[config.mk]
export PLATFORM = sky130hd
export DESIGN_NAME = uart_irq_clear_and_id_regs
export DESIGN_NICKNAME = d
export VERILOG_FILES = /design/src/rtl/uart_irq_pkg.sv /design/src/rtl/uart_irq_clear_and_id_regs.sv
export VERILOG_INCLUDE_DIRS = /design/src /design/src/rtl
export SDC_FILE = /design/constraint.sdc
export NUM_CORES = 1
export LEC_CHECK = 0
export BUFFER_PORTS_ARGS = -buffer_cell sky130_fd_sc_hd__buf_4
export CAP_MARGIN = 40
export CELL_PAD_IN_SITES_DETAIL_PLACEMENT = 1
export CELL_PAD_IN_SITES_GLOBAL_PLACEMENT = 1
export CORE_ASPECT_RATIO = 0.9
export CORE_MARGIN = 3
export CORE_UTILIZATION = 25
export CTS_CLUSTER_DIAMETER = 40
export DETAILED_ROUTE_END_ITERATION = 8
export PLACE_DENSITY = 0.77
export SLEW_MARGIN = 20
export SYNTH_ARGS = -nofsm -noshare
export SYNTH_HDL_FRONTEND = slang
export SYNTH_SLANG_ARGS = --single-unit
[constraint.sdc]
create_clock -name clk_sys -period 1.7 [get_ports clk_sys]
set_input_delay 0.34 -clock clk_sys [delete_from_list [all_inputs] [get_ports clk_sys]]
set_output_delay 0.34 -clock clk_sys [all_outputs]
set_load 0.01 [all_outputs]
[src/rtl/uart_irq_map.svh]
// register offsets, field positions and reset values of the interrupt-clear and identification bank
`ifndef UART_IRQ_MAP_SVH
`define UART_IRQ_MAP_SVH

// ============================================================
// register offsets (byte addresses)
`define OFS_IRQ_MASK      12'h038
`define OFS_IRQ_RAW       12'h03C
`define OFS_IRQ_MASKED    12'h040
`define OFS_IRQ_CLEAR     12'h044
`define OFS_ID_BYTE_LOW   12'hFD0
`define OFS_ID_BYTE_SEC   12'hFD4
`define OFS_ID_BYTE_THIRD 12'hFD8

// ============================================================
// field positions inside the status, mask, clear and identification words
`define BIT_FRAMING_ERR   7
`define BIT_RX_TIMEOUT    6
`define BIT_TX_IRQ        5
`define BIT_RX_IRQ        4
`define IRQ_FIELD_MSB     7
`define IRQ_FIELD_LSB     4
`define ID_FIELD_MSB      7
`define ID_FIELD_LSB      0

// ============================================================
// reset values
`define RST_IRQ_VEC       4'h0
`define RST_WORD          32'h0000_0000

`endif

[src/rtl/uart_irq_pkg.sv]
// types shared by the interrupt-clear and identification bank
package uart_irq_pkg;

	// one bit per event: 3 framing error, 2 receive time-out, 1 transmit, 0 receive
	typedef logic [3:0]  irq_vec_t;
	typedef logic [31:0] word_t;
	typedef logic [11:0] reg_addr_t;
	typedef logic [7:0]  id_byte_t;

endpackage

[src/rtl/uart_irq_clear_and_id_regs.sv]
// interrupt-clear register, interrupt status and mask, and read-only identification bytes
`timescale 1ns/1ps
`include "uart_irq_map.svh"

module uart_irq_clear_and_id_regs
	import uart_irq_pkg::*;
#(
	// composite identifier; value is arbitrary
	parameter logic [23:0] IDENT_VALUE = 24'h5A3C96
) (
	input  wire logic        clk_sys,
	input  wire logic        rst_n,
	input  wire logic [11:0] reg_addr,
	input  wire logic [31:0] reg_wdata,
	input  wire logic        reg_wr,
	input  wire logic        reg_rd,
	output logic      [31:0] reg_rdata,
	input  wire logic        ev_framing_error,
	input  wire logic        ev_rx_timeout,
	input  wire logic        ev_tx,
	input  wire logic        ev_rx,
	output logic      [3:0]  raw_status,
	output logic      [3:0]  masked_status,
	output logic             irq
);

	// ============================================================
	// address decode
	function automatic logic hit(input reg_addr_t a, input reg_addr_t ofs);
		hit = (a == ofs);
	endfunction

	wire logic sel_mask   = hit(reg_addr, `OFS_IRQ_MASK);
	wire logic sel_raw    = hit(reg_addr, `OFS_IRQ_RAW);
	wire logic sel_masked = hit(reg_addr, `OFS_IRQ_MASKED);
	wire logic sel_clear  = hit(reg_addr, `OFS_IRQ_CLEAR);
	wire logic sel_id_lo  = hit(reg_addr, `OFS_ID_BYTE_LOW);
	wire logic sel_id_sec = hit(reg_addr, `OFS_ID_BYTE_SEC);
	wire logic sel_id_thr = hit(reg_addr, `OFS_ID_BYTE_THIRD);
	wire logic sel_id     = sel_id_lo | sel_id_sec | sel_id_thr;

	// ============================================================
	// identification bytes, hard-wired
	wire id_byte_t ident_byte_low    = IDENT_VALUE[7:0];
	wire id_byte_t ident_byte_second = IDENT_VALUE[15:8];
	wire id_byte_t ident_byte_third  = IDENT_VALUE[23:16];

	// ============================================================
	// interrupt status and mask
	irq_vec_t raw_q;
	irq_vec_t raw_d;
	irq_vec_t mask_q;
	irq_vec_t mask_d;
	irq_vec_t event_vec;
	irq_vec_t clear_vec;

	assign event_vec = {ev_framing_error, ev_rx_timeout, ev_tx, ev_rx};

	// only bits 7..4 act; bits 3..0 of a clear write are dropped
	assign clear_vec = {reg_wr & sel_clear & reg_wdata[`BIT_FRAMING_ERR],
	                    reg_wr & sel_clear & reg_wdata[`BIT_RX_TIMEOUT],
	                    reg_wr & sel_clear & reg_wdata[`BIT_TX_IRQ],
	                    reg_wr & sel_clear & reg_wdata[`BIT_RX_IRQ]};

	// set beats clear, so an event in the clearing cycle is kept
	assign raw_d  = (raw_q & ~clear_vec) | event_vec;
	assign mask_d = (reg_wr & sel_mask) ? reg_wdata[`IRQ_FIELD_MSB:`IRQ_FIELD_LSB] : mask_q;

	always_ff @(posedge clk_sys or negedge rst_n) begin
		if (!rst_n) begin
			raw_q  <= `RST_IRQ_VEC;
			mask_q <= `RST_IRQ_VEC;
		end else begin
			raw_q  <= raw_d;
			mask_q <= mask_d;
		end
	end

	// masked view derives from raw, so one clear drops both
	assign raw_status    = raw_q;
	assign masked_status = raw_q & mask_q;
	assign irq           = |masked_status;

	// ============================================================
	// read word packing; fields sit at fixed positions, every other bit reads zero
	function automatic word_t status_word(input irq_vec_t v);
		status_word = word_t'(v) << `IRQ_FIELD_LSB;
	endfunction

	function automatic word_t id_word(input id_byte_t b);
		id_word = word_t'(b) << `ID_FIELD_LSB;
	endfunction

	// ============================================================
	// read path, data valid the cycle after the strobe only
	word_t rd_mux;
	word_t rdata_q;

	assign rd_mux = sel_mask   ? status_word(mask_q) :
	                sel_raw    ? status_word(raw_q) :
	                sel_masked ? status_word(masked_status) :
	                sel_id_lo  ? id_word(ident_byte_low) :
	                sel_id_sec ? id_word(ident_byte_second) :
	                sel_id_thr ? id_word(ident_byte_third) :
	                `RST_WORD;                                   // clear reads zero

	// id writes decode nowhere, so they change nothing
	always_ff @(posedge clk_sys or negedge rst_n) begin
		if (!rst_n) begin
			rdata_q <= `RST_WORD;
		end else begin
			rdata_q <= reg_rd ? rd_mux : `RST_WORD;
		end
	end

	assign reg_rdata = rdata_q;

	// ============================================================
	// assertions
	a_fe_clear: assert property (@(posedge clk_sys) disable iff (!rst_n)
		reg_wr && sel_clear && reg_wdata[7] && !ev_framing_error |=> !raw_status[3])
		else $error("framing error not cleared");

	a_fe_zero_keeps: assert property (@(posedge clk_sys) disable iff (!rst_n)
		reg_wr && sel_clear && !reg_wdata[7] && raw_status[3] |=> raw_status[3])
		else $error("framing error lost on zero write");

	a_rt_clear: assert property (@(posedge clk_sys) disable iff (!rst_n)
		reg_wr && sel_clear && reg_wdata[6] && !ev_rx_timeout |=> !raw_status[2])
		else $error("receive time-out not cleared");

	a_rt_zero_keeps: assert property (@(posedge clk_sys) disable iff (!rst_n)
		reg_wr && sel_clear && !reg_wdata[6] && raw_status[2] |=> raw_status[2])
		else $error("receive time-out lost on zero write");

	a_tx_clear: assert property (@(posedge clk_sys) disable iff (!rst_n)
		reg_wr && sel_clear && reg_wdata[5] && !ev_tx |=> !raw_status[1])
		else $error("transmit interrupt not cleared");

	a_tx_zero_keeps: assert property (@(posedge clk_sys) disable iff (!rst_n)
		reg_wr && sel_clear && !reg_wdata[5] && raw_status[1] |=> raw_status[1])
		else $error("transmit interrupt lost on zero write");

	a_rx_clear: assert property (@(posedge clk_sys) disable iff (!rst_n)
		reg_wr && sel_clear && reg_wdata[4] && !ev_rx |=> !raw_status[0])
		else $error("receive interrupt not cleared");

	a_rx_zero_keeps: assert property (@(posedge clk_sys) disable iff (!rst_n)
		reg_wr && sel_clear && !reg_wdata[4] && raw_status[0] |=> raw_status[0])
		else $error("receive interrupt lost on zero write");

	a_clear_reads_zero: assert property (@(posedge clk_sys) disable iff (!rst_n)
		reg_rd && sel_clear |=> reg_rdata == 32'h0000_0000)
		else $error("clear register read not zero");

	a_id_upper_zero: assert property (@(posedge clk_sys) disable iff (!rst_n)
		reg_rd && sel_id |=> reg_rdata[31:8] == 24'h00_0000)
		else $error("identification upper bits not zero");

	a_id_low_byte: assert property (@(posedge clk_sys) disable iff (!rst_n)
		reg_rd && sel_id_lo |=> reg_rdata[7:0] == IDENT_VALUE[7:0])
		else $error("identifier bits 7..0 wrong");

	a_id_second_byte: assert property (@(posedge clk_sys) disable iff (!rst_n)
		reg_rd && sel_id_sec |=> reg_rdata[7:0] == IDENT_VALUE[15:8])
		else $error("identifier bits 15..8 wrong");

	a_id_third_byte: assert property (@(posedge clk_sys) disable iff (!rst_n)
		reg_rd && sel_id_thr |=> reg_rdata[7:0] == IDENT_VALUE[23:16])
		else $error("identifier bits 23..16 wrong");

	a_masked_clear_irq: assert property (@(posedge clk_sys) disable iff (!rst_n)
		reg_wr && sel_clear && (reg_wdata[7:4] == 4'hF) && (event_vec == 4'h0)
		|=> !irq && masked_status == 4'h0 && raw_status == 4'h0)
		else $error("clear left masked status or irq");

	a_masked_follows: assert property (@(posedge clk_sys) disable iff (!rst_n)
		ev_framing_error && mask_q[3] && !(reg_wr && sel_mask) |=> masked_status[3] && irq)
		else $error("enabled event not seen in masked status");

	a_id_write_ignored: assert property (@(posedge clk_sys) disable iff (!rst_n)
		reg_wr && sel_id ##1 reg_rd && sel_id_lo |=> reg_rdata == {24'h00_0000, IDENT_VALUE[7:0]})
		else $error("identification write changed read value");

	a_read_one_cycle: assert property (@(posedge clk_sys) disable iff (!rst_n)
		!reg_rd |=> reg_rdata == 32'h0000_0000)
		else $error("read data outside its cycle");

	a_fe_sets: assert property (@(posedge clk_sys) disable iff (!rst_n)
		ev_framing_error |=> raw_status[3])
		else $error("framing error event not latched");

	a_rt_sets: assert property (@(posedge clk_sys) disable iff (!rst_n)
		ev_rx_timeout |=> raw_status[2])
		else $error("receive time-out event not latched");

	a_tx_sets: assert property (@(posedge clk_sys) disable iff (!rst_n)
		ev_tx |=> raw_status[1])
		else $error("transmit event not latched");

	a_rx_sets: assert property (@(posedge clk_sys) disable iff (!rst_n)
		ev_rx |=> raw_status[0])
		else $error("receive event not latched");

	a_fe_sticky: assert property (@(posedge clk_sys) disable iff (!rst_n)
		!(reg_wr && sel_clear) && raw_status[3] |=> raw_status[3])
		else $error("framing error dropped without a clear");

	a_rt_sticky: assert property (@(posedge clk_sys) disable iff (!rst_n)
		!(reg_wr && sel_clear) && raw_status[2] |=> raw_status[2])
		else $error("receive time-out dropped without a clear");

	a_tx_sticky: assert property (@(posedge clk_sys) disable iff (!rst_n)
		!(reg_wr && sel_clear) && raw_status[1] |=> raw_status[1])
		else $error("transmit interrupt dropped without a clear");

	a_rx_sticky: assert property (@(posedge clk_sys) disable iff (!rst_n)
		!(reg_wr && sel_clear) && raw_status[0] |=> raw_status[0])
		else $error("receive interrupt dropped without a clear");

	a_fe_quiet: assert property (@(posedge clk_sys) disable iff (!rst_n)
		!raw_status[3] && !ev_framing_error |=> !raw_status[3])
		else $error("framing error set without an event");

	a_rt_quiet: assert property (@(posedge clk_sys) disable iff (!rst_n)
		!raw_status[2] && !ev_rx_timeout |=> !raw_status[2])
		else $error("receive time-out set without an event");

	a_tx_quiet: assert property (@(posedge clk_sys) disable iff (!rst_n)
		!raw_status[1] && !ev_tx |=> !raw_status[1])
		else $error("transmit interrupt set without an event");

	a_rx_quiet: assert property (@(posedge clk_sys) disable iff (!rst_n)
		!raw_status[0] && !ev_rx |=> !raw_status[0])
		else $error("receive interrupt set without an event");

	a_fe_masked_clear: assert property (@(posedge clk_sys) disable iff (!rst_n)
		reg_wr && sel_clear && reg_wdata[7] && !ev_framing_error |=> !masked_status[3])
		else $error("masked framing error not cleared");

	a_rt_masked_clear: assert property (@(posedge clk_sys) disable iff (!rst_n)
		reg_wr && sel_clear && reg_wdata[6] && !ev_rx_timeout |=> !masked_status[2])
		else $error("masked receive time-out not cleared");

	a_tx_masked_clear: assert property (@(posedge clk_sys) disable iff (!rst_n)
		reg_wr && sel_clear && reg_wdata[5] && !ev_tx |=> !masked_status[1])
		else $error("masked transmit interrupt not cleared");

	a_rx_masked_clear: assert property (@(posedge clk_sys) disable iff (!rst_n)
		reg_wr && sel_clear && reg_wdata[4] && !ev_rx |=> !masked_status[0])
		else $error("masked receive interrupt not cleared");

	a_rt_masked_set: assert property (@(posedge clk_sys) disable iff (!rst_n)
		ev_rx_timeout && mask_q[2] && !(reg_wr && sel_mask) |=> masked_status[2] && irq)
		else $error("enabled receive time-out not seen in masked status");

	a_tx_masked_set: assert property (@(posedge clk_sys) disable iff (!rst_n)
		ev_tx && mask_q[1] && !(reg_wr && sel_mask) |=> masked_status[1] && irq)
		else $error("enabled transmit event not seen in masked status");

	a_rx_masked_set: assert property (@(posedge clk_sys) disable iff (!rst_n)
		ev_rx && mask_q[0] && !(reg_wr && sel_mask) |=> masked_status[0] && irq)
		else $error("enabled receive event not seen in masked status");

	a_reserved_clear_only: assert property (@(posedge clk_sys) disable iff (!rst_n)
		reg_wr && sel_clear && reg_wdata[7:4] == 4'h0 && event_vec == 4'h0 |=> raw_status == $past(raw_status))
		else $error("reserved clear bits changed status");

	a_id_low_word: assert property (@(posedge clk_sys) disable iff (!rst_n)
		reg_rd && sel_id_lo |=> reg_rdata == {24'h00_0000, IDENT_VALUE[7:0]})
		else $error("identifier low word wrong");

	a_id_second_word: assert property (@(posedge clk_sys) disable iff (!rst_n)
		reg_rd && sel_id_sec |=> reg_rdata == {24'h00_0000, IDENT_VALUE[15:8]})
		else $error("identifier second word wrong");

	a_id_third_word: assert property (@(posedge clk_sys) disable iff (!rst_n)
		reg_rd && sel_id_thr |=> reg_rdata == {24'h00_0000, IDENT_VALUE[23:16]})
		else $error("identifier third word wrong");

	a_id_write_second: assert property (@(posedge clk_sys) disable iff (!rst_n)
		reg_wr && sel_id ##1 reg_rd && sel_id_sec |=> reg_rdata == {24'h00_0000, IDENT_VALUE[15:8]})
		else $error("identification write changed second word");

	a_id_write_third: assert property (@(posedge clk_sys) disable iff (!rst_n)
		reg_wr && sel_id ##1 reg_rd && sel_id_thr |=> reg_rdata == {24'h00_0000, IDENT_VALUE[23:16]})
		else $error("identification write changed third word");

	a_id_write_raw: assert property (@(posedge clk_sys) disable iff (!rst_n)
		reg_wr && sel_id && event_vec == 4'h0 |=> raw_status == $past(raw_status))
		else $error("identification write changed status");

	a_id_write_mask: assert property (@(posedge clk_sys) disable iff (!rst_n)
		reg_wr && sel_id |=> mask_q == $past(mask_q))
		else $error("identification write changed mask");

	a_mask_read_word: assert property (@(posedge clk_sys) disable iff (!rst_n)
		reg_rd && sel_mask |=> reg_rdata == {24'h00_0000, $past(mask_q), 4'h0})
		else $error("mask read word wrong");

	a_raw_read_word: assert property (@(posedge clk_sys) disable iff (!rst_n)
		reg_rd && sel_raw |=> reg_rdata == {24'h00_0000, $past(raw_status), 4'h0})
		else $error("raw status read word wrong");

	a_masked_read_word: assert property (@(posedge clk_sys) disable iff (!rst_n)
		reg_rd && sel_masked |=> reg_rdata == {24'h00_0000, $past(masked_status), 4'h0})
		else $error("masked status read word wrong");

	a_mask_write: assert property (@(posedge clk_sys) disable iff (!rst_n)
		reg_wr && sel_mask |=> mask_q == $past(reg_wdata[7:4]))
		else $error("mask write not taken");

	a_mask_hold: assert property (@(posedge clk_sys) disable iff (!rst_n)
		!(reg_wr && sel_mask) |=> $stable(mask_q))
		else $error("mask changed without a write");

	a_unmapped_read_zero: assert property (@(posedge clk_sys) disable iff (!rst_n)
		reg_rd && !sel_mask && !sel_raw && !sel_masked && !sel_id |=> reg_rdata == 32'h0000_0000)
		else $error("unmapped or clear read not zero");

	a_status_reserved_zero: assert property (@(posedge clk_sys) disable iff (!rst_n)
		reg_rd && !sel_id |=> reg_rdata[31:8] == 24'h00_0000 && reg_rdata[3:0] == 4'h0)
		else $error("reserved status bits not zero");

	a_status_write_ignored: assert property (@(posedge clk_sys) disable iff (!rst_n)
		reg_wr && (sel_raw || sel_masked) && event_vec == 4'h0 |=> raw_status == $past(raw_status))
		else $error("status register write changed status");

	a_irq_masked_off: assert property (@(posedge clk_sys) disable iff (!rst_n)
		reg_wr && sel_mask && reg_wdata[7:4] == 4'h0 |=> !irq)
		else $error("irq high with every source masked");

	a_irq_mask_on: assert property (@(posedge clk_sys) disable iff (!rst_n)
		raw_status[0] && reg_wr && sel_mask && reg_wdata[4] |=> irq)
		else $error("irq not raised when a pending source is enabled");

endmodule

==> results of run 1 <==
-- routing by layer --
layer  vias to the layer above  track usage [%]  wire length, um
met5                         -                0                0
met4                         0             2.00               16
met3                         3             3.67              236
met2                        43             27.1             1830
met1                       516             15.5             1380
li1                        499                -                -
-- power by group --
group / leakage (nW) / switching (mW) / internal, mW / total (mW)
Combinational: 0.600 / 0.0855 / 0.0777 / 0.163
Clock: 0.0228 / 0.123 / 0.166 / 0.289
Sequential: 0.189 / 0.000310 / 0.358 / 0.358
Total: 0.812 / 0.209 / 0.602 / 0.810
-- worst reg2reg max path: stages (launching register included) --
cell	delay (ns)
dfrtp_1	0.38
buf_4	0.15
a32o_1	0.22
and3_1	0.18
o221a_1	0.25
-- timing repair --
item | CTS | global route
setup buffers | 6 | 0
hold buffers | 1 | 0
resized for setup | 5 | 0
endpoints found under the hold margin | 15 | 0
pin swaps | 2 | 0
setup endpoints to repair | 1 | 1
-- metrics by stage --
step	worst slack [ns]	power, mW	utilization (%)	cell area, um2
after floorplan	0.0858	0.459	-	1160
after global placement	-0.150	0.517	38.4	1510
after detailed placement	-0.173	0.522	38.4	1510
after CTS	-0.0823	0.817	41.3	1620
after global routing	-0.125	0.856	41.3	1620
final	-0.0885	0.810	41.3	1620
-- cells in the final DEF (no fill, tap or decap), types with 2 or more instances in the layout --
cell	synthesis	layout
nand2_1	7	6
nand3_1	2	2
a21oi_1	2	2
dfrtp_1	15	15
conb_1	1	25
clkbuf_8	0	3
nor4_2	2	2
nor2_1	4	4
o21ai_0	3	3
or2_1	2	2
nor3_1	3	3
inv_1	4	3
buf_4	26	66
and3_1	4	4
and2_1	4	3
nor3b_1	2	2
mux2_1	4	4
or4_4	1	2
a21o_1	3	3
nand4_1	3	3
-- kinds of logic after synthesis --
group,synth area share (%)
flip-flops,34.9
buffers and inverters,19.6
other,0.349
multiplexers,4.19
AO/OA/AOI/OAI,13.2
AND/OR/NAND/NOR,27.0
XOR/XNOR,0.815
-- layout make-up --
type	instances	area [um2]	area share (%)
sequential	15	375	23.2
timing repair buffer	69	537	33.2
tap	46	57.6	3.56
multi-input combinational	91	588	36.3
clock buffer	4	45.0	2.78
inverter	4	15.0	0.928
-- flip-flops by register name, indices dropped and copies added (netlist names) --
name        flops
mask_q          4
raw_status      4
reg_rdata       7
-- worst paths after layout --
check / end / start / slack (ns) / depth (start not counted)
max in group asynchronous: reg_rdata[3] / rst_n / 1.03 / 2
min reg2reg: mask_q[3] / mask_q[3] / 0.54 / 1
max reg2reg: reg_rdata[6] / mask_q[2] / 0.41 / 4
max: irq / raw_status[0] / -0.09 / 4
min: raw_status[2] / ev_rx_timeout / 0.26 / 2
min in group asynchronous: raw_status[1] / rst_n / 0.50 / 2
==> qor.txt, run 1 <==
Status: complete, but fails checks
Violated checks: negative setup slack
Power Density: 501 nW/um2
Initial Utilization: 27.5%
Antenna diodes: 0
Register area share after synthesis: 34.9%
GRT overflow: 0
Die width: 75.1 um
WS Path Type: reg -> out
Area Overhead vs Synth: 50.5%
Worst Path Required: 1.36 ns
Fin nets: 236
Final setup violation count: 1
I/O Buffers: 39
Initial DRC Count: 45
Vias per cell: 4.63
Crit-path cells: nand2_2, inv_2, or4_4, buf_6
Worst-case clock skew: 0.00355 ns
Yosys reg bits: 15
Avg Inst Size Synth: 9.60 um2
Synth area leader: dfrtp_1
Total track usage: 14.0%
Slowest stage cell, crit path: or4_4
DP Wirelength: 2900 um
Worst skew pair latency: 0.25 ns
Clock Sinks: 15
DR DRC count: 0
Finished Layout Cells: 229
First-pass GRT wire length: 5310 um
Filler cell count: 463
Final hold violations: 0
Synth top area share: 34.9%
Wire per inst: 15.1 um
Initial antenna violation count: 0
HP Class: in -> reg
Max Fanout on Critical Path: 2
Most common cell in the synthesized netlist: buf_4
Max Buffers Root-to-Sink: 2
Hold slack: 0.261 ns
Vias in the first global route: 1,124
Critical Path End Type: output pin
RSZ-0062 raised after global routing: yes
Achievable Freq: 559 MHz
Final Wtd Congestion: 0.822
Pins Over Slew Limit: 0
Unique cell type count in the Yosys netlist: 39
Largest net degree at the start of global routing: 16
CP delay by family, top: simple AND/OR/NAND/NOR gates
Synth async-reset ratio: 100%
WP data arrival: 1.45 ns
# IOs: 93
DIE AREA: 5120 um2
Clock-pin slew on the worst setup and hold paths: 0.06 ns
Top cells by count, synth: 26 x buf_4, 15 x dfrtp_1, 7 x nand2_1
Number of synthesized flops with an enable pin: 0
Synth area leaders: dfrtp_1 35%, buf_4 18%, mux2_1 4.2%
Syn Inst Count: 112
Final period util: 105%
Post-DRT Antenna Nets: 0
Drt total wl: 3460 um
Static leakage: 0.812 nW
Setup TNS: -0.0885 ns
Synth Cell Area: 1070 um2
Vias: 1,061
First-pass DRT Iterations: 4
VDD IR-drop max: 228 uV
Top_reg_cell synth: dfrtp_1
Die H: 68.2 um
CTS tree: built
Share of cells above drive strength 1: 44.3%
Fin worst setup slack: -0.0885 ns
Dpl cells: 218
Synthesis Warnings: 0
Rows: 21
Num CTS Buffers: 3
H-tree depth: 1
Startpoint types: register
Tmin final: 1.79 ns
Total core area: 3920 um2
Clock root buffer: clkbuf_8
Buf+Inv Stages, Crit Path: 2
CP max stage delay: 0.52 ns
Max-cap violations: 0
(Power assumes the default switching activity.)
==> run 2: changes to the inputs <==
ABC_AREA = 1   (was unset)
ABC_CLOCK_PERIOD_IN_PS = 1700   (was unset)
PLACE_DENSITY = 0.79   (was 0.77)
==> run 2 against run 1 <==
  * The run now ends clean
  * Combinational power shrank 20%
  * Maximum frequency rose by 24%
  * Sequential share of layout area is 2.4 points higher
  * Sequential power barely moved
  * First-iteration DRC count grew 16%
  * Non-clock buffer count shrank 29
  * Critical path depth decreased by 1
  * Cell count grew 14%
  * Register-to-register slack improved by 0.23 ns
  * Utilization down 6.8 points
  * Sequential cell count did not move
  * Critical path type unchanged
==> qor.txt, run 2 <==
Status: completed
Wire per inst: 11.4 um
I/O Buffers: 39
Buf+Inv Stages, Crit Path: 1
DR DRC count: 0
Filler cell count: 567
Met3 GRT Util: 3.22%
HP Class: in -> reg
Tot Pwr: 0.777 mW
First-pass DRT Iterations: 4
Vias: 1,031
Clock Sinks: 15
GRT overflow: 0
Fin area: 1470 um2
WP data arrival: 1.10 ns
Synth area leaders: dfrtp_1 33%, buf_4 16%, nand2_1 10%
Clock Power Share: 37.2%
Syn Inst Count: 158
Fin worst setup slack: 0.260 ns
Synth top area share: 32.9%
Die H: 70.1 um
Switching power: 0.203 mW
Register area share after synthesis: 32.9%
Met1 usage: 12.7%
VDD IR-drop max: 179 uV
Max-cap violations: 0
Logic pwr share: 16.7%
Synthesis Warnings: 0
Total track usage: 11.2%
Fin nets: 254
Area Overhead vs Synth: 28.5%
Clock-pin slew on the worst setup and hold paths: 0.06 ns
Setup TNS: 0 ns
Unique cell type count in the Yosys netlist: 22
Initial antenna violation count: 0
Top cells by count, synth: 31 x nand2_1, 25 x buf_4, 18 x inv_1, 15 x dfrtp_1, 15 x nor2_1
Startpoint types: register
Worst Path Required: 1.36 ns
GR Util met2: 20.2%
Final setup violation count: 0
Post-DRT Antenna Nets: 0
Tmin final: 1.44 ns
Max Fanout on Critical Path: 4
Worst R2R Setup Slack: 0.64 ns
Pre-CTS WS: 0.219 ns
Avg Inst Size Synth: 7.21 um2
Die width: 77.2 um
# IOs: 93
Vias in the first global route: 1,086
Seq pwr share: 46.1%
Max Buffers Root-to-Sink: 2
GRT busiest layer: met2
Switch share: 26.1%
Critical Path End Type: output pin
Num CTS Buffers: 3
Worst skew pair latency: 0.25 ns
P_int: 0.574 mW
Top_reg_cell synth: dfrtp_1
Antenna diodes: 0
Number of synthesized flops with an enable pin: 0
Initial Utilization: 26.9%
Final Wtd Congestion: 0.837
Crit-path cells: nand2_1, nand4_1, buf_4
Achievable Freq: 695 MHz
DP Wirelength: 2510 um
WS Path Type: reg -> out
Largest register FFs: 7
Drt total wl: 2960 um
CP max stage delay: 0.42 ns
Post-CTS Setup Bufs: 0
Power Density: 531 nW/um2
Vias per cell: 3.95
H-tree depth: 1
Placed Area: 1410 um2
Largest net degree at the start of global routing: 16
Share of cells above drive strength 1: 33.3%
Fin util: 34.6%
Yosys reg bits: 15
Final period util: 84.7%
DIE AREA: 5410 um2
Synth Cell Area: 1140 um2
Most common cell in the synthesized netlist: nand2_1
Most frequent cells in the layout: 39 x buf_4, 31 x nand2_1, 25 x conb_1, 18 x inv_1
RSZ-0062 raised after global routing: no
Most common cell after layout, fill and taps aside: buf_4
Synth async-reset ratio: 100%
Initial DRC Count: 52
CTS tree: built
Worst-case clock skew: 0.00166 ns
First-pass GRT wire length: 4930 um
Rows: 22
Clock root buffer: clkbuf_8
Final hold violations: 0
Slowest stage cell, crit path: dfrtp_1
Total core area: 4240 um2
CP delay by family, top: flip-flops
Static leakage: 0.842 nW
Synth area leader: dfrtp_1
Pins Over Slew Limit: 0
==> run 2: final cells by class <==
| type | count | area (um2) | share of cell area [%] |
|---|---|---|---|
| Tap cell | 60 | 75.1 | 5.12 |
| Timing Repair Buffer | 40 | 303 | 20.7 |
| Inverter | 25 | 95.1 | 6.49 |
| Clock buffer | 4 | 45.0 | 3.07 |
| Multi-Input combinational cell | 117 | 572 | 39.0 |
| Sequential cell | 15 | 375 | 25.6 |
==> run 2: path summary, 6_finish.rpt <==
kind,startpoint,to,depth (start not counted)
max reg2reg,mask_q[1],reg_rdata[5],6
max,raw_status[2],irq,3
min reg2reg,mask_q[2],mask_q[2],2
min,ev_framing_error,raw_status[3],3
min in group asynchronous,rst_n,reg_rdata[3],2
max in group asynchronous,rst_n,raw_status[3],2
==> run 2: cells by family after synthesis <==
family,Yosys count,share of synthesized area [%]
AO/OA/AOI/OAI,17,8.56
flip-flops,15,32.9
buffers and inverters,50,24.8
AND/OR/NAND/NOR,75,33.4
other,1,0.329
==> run 2: power by group through the flow <==
stage | Combinational [mW] | Clock, mW | Sequential (mW)
after global placement | 0.125 | 0 | 0.364
after floorplan | 0.104 | 0 | 0.364
after detailed placement | 0.128 | 0 | 0.364
after global routing | 0.146 | 0.308 | 0.358
final | 0.130 | 0.289 | 0.358
after CTS | 0.130 | 0.295 | 0.358
==> run 2: worst reg2reg max path, cell delays in order, from the launching register on <==
cell     delay (ns)
dfrtp_1        0.36
nand2_1        0.10
inv_1          0.10
nand3_1        0.08
nand3_1        0.08
nand2_1        0.06
a21oi_1        0.19
==> run 2: through the flow <==
stage | hold slack (ns) | cells
global placement | 0.199 | 256
detailed placement | 0.204 | 256
floorplan | 0.0444 | 182
global route | 0.285 | 261
CTS | 0.273 | 261
finish | 0.268 | 261
==> run 2: metal layers <==
metal,wire length (um),part of all wire [%]
met1,1180,40
met2,1560,53
met3,174,5.9
met4,43,1.5
met5,0,0
==> run 2: repair_timing <==
item,4_1_cts,5_1_grt
hold buffers,1,0
hold endpoints to repair,15,0
resized for setup,0,0
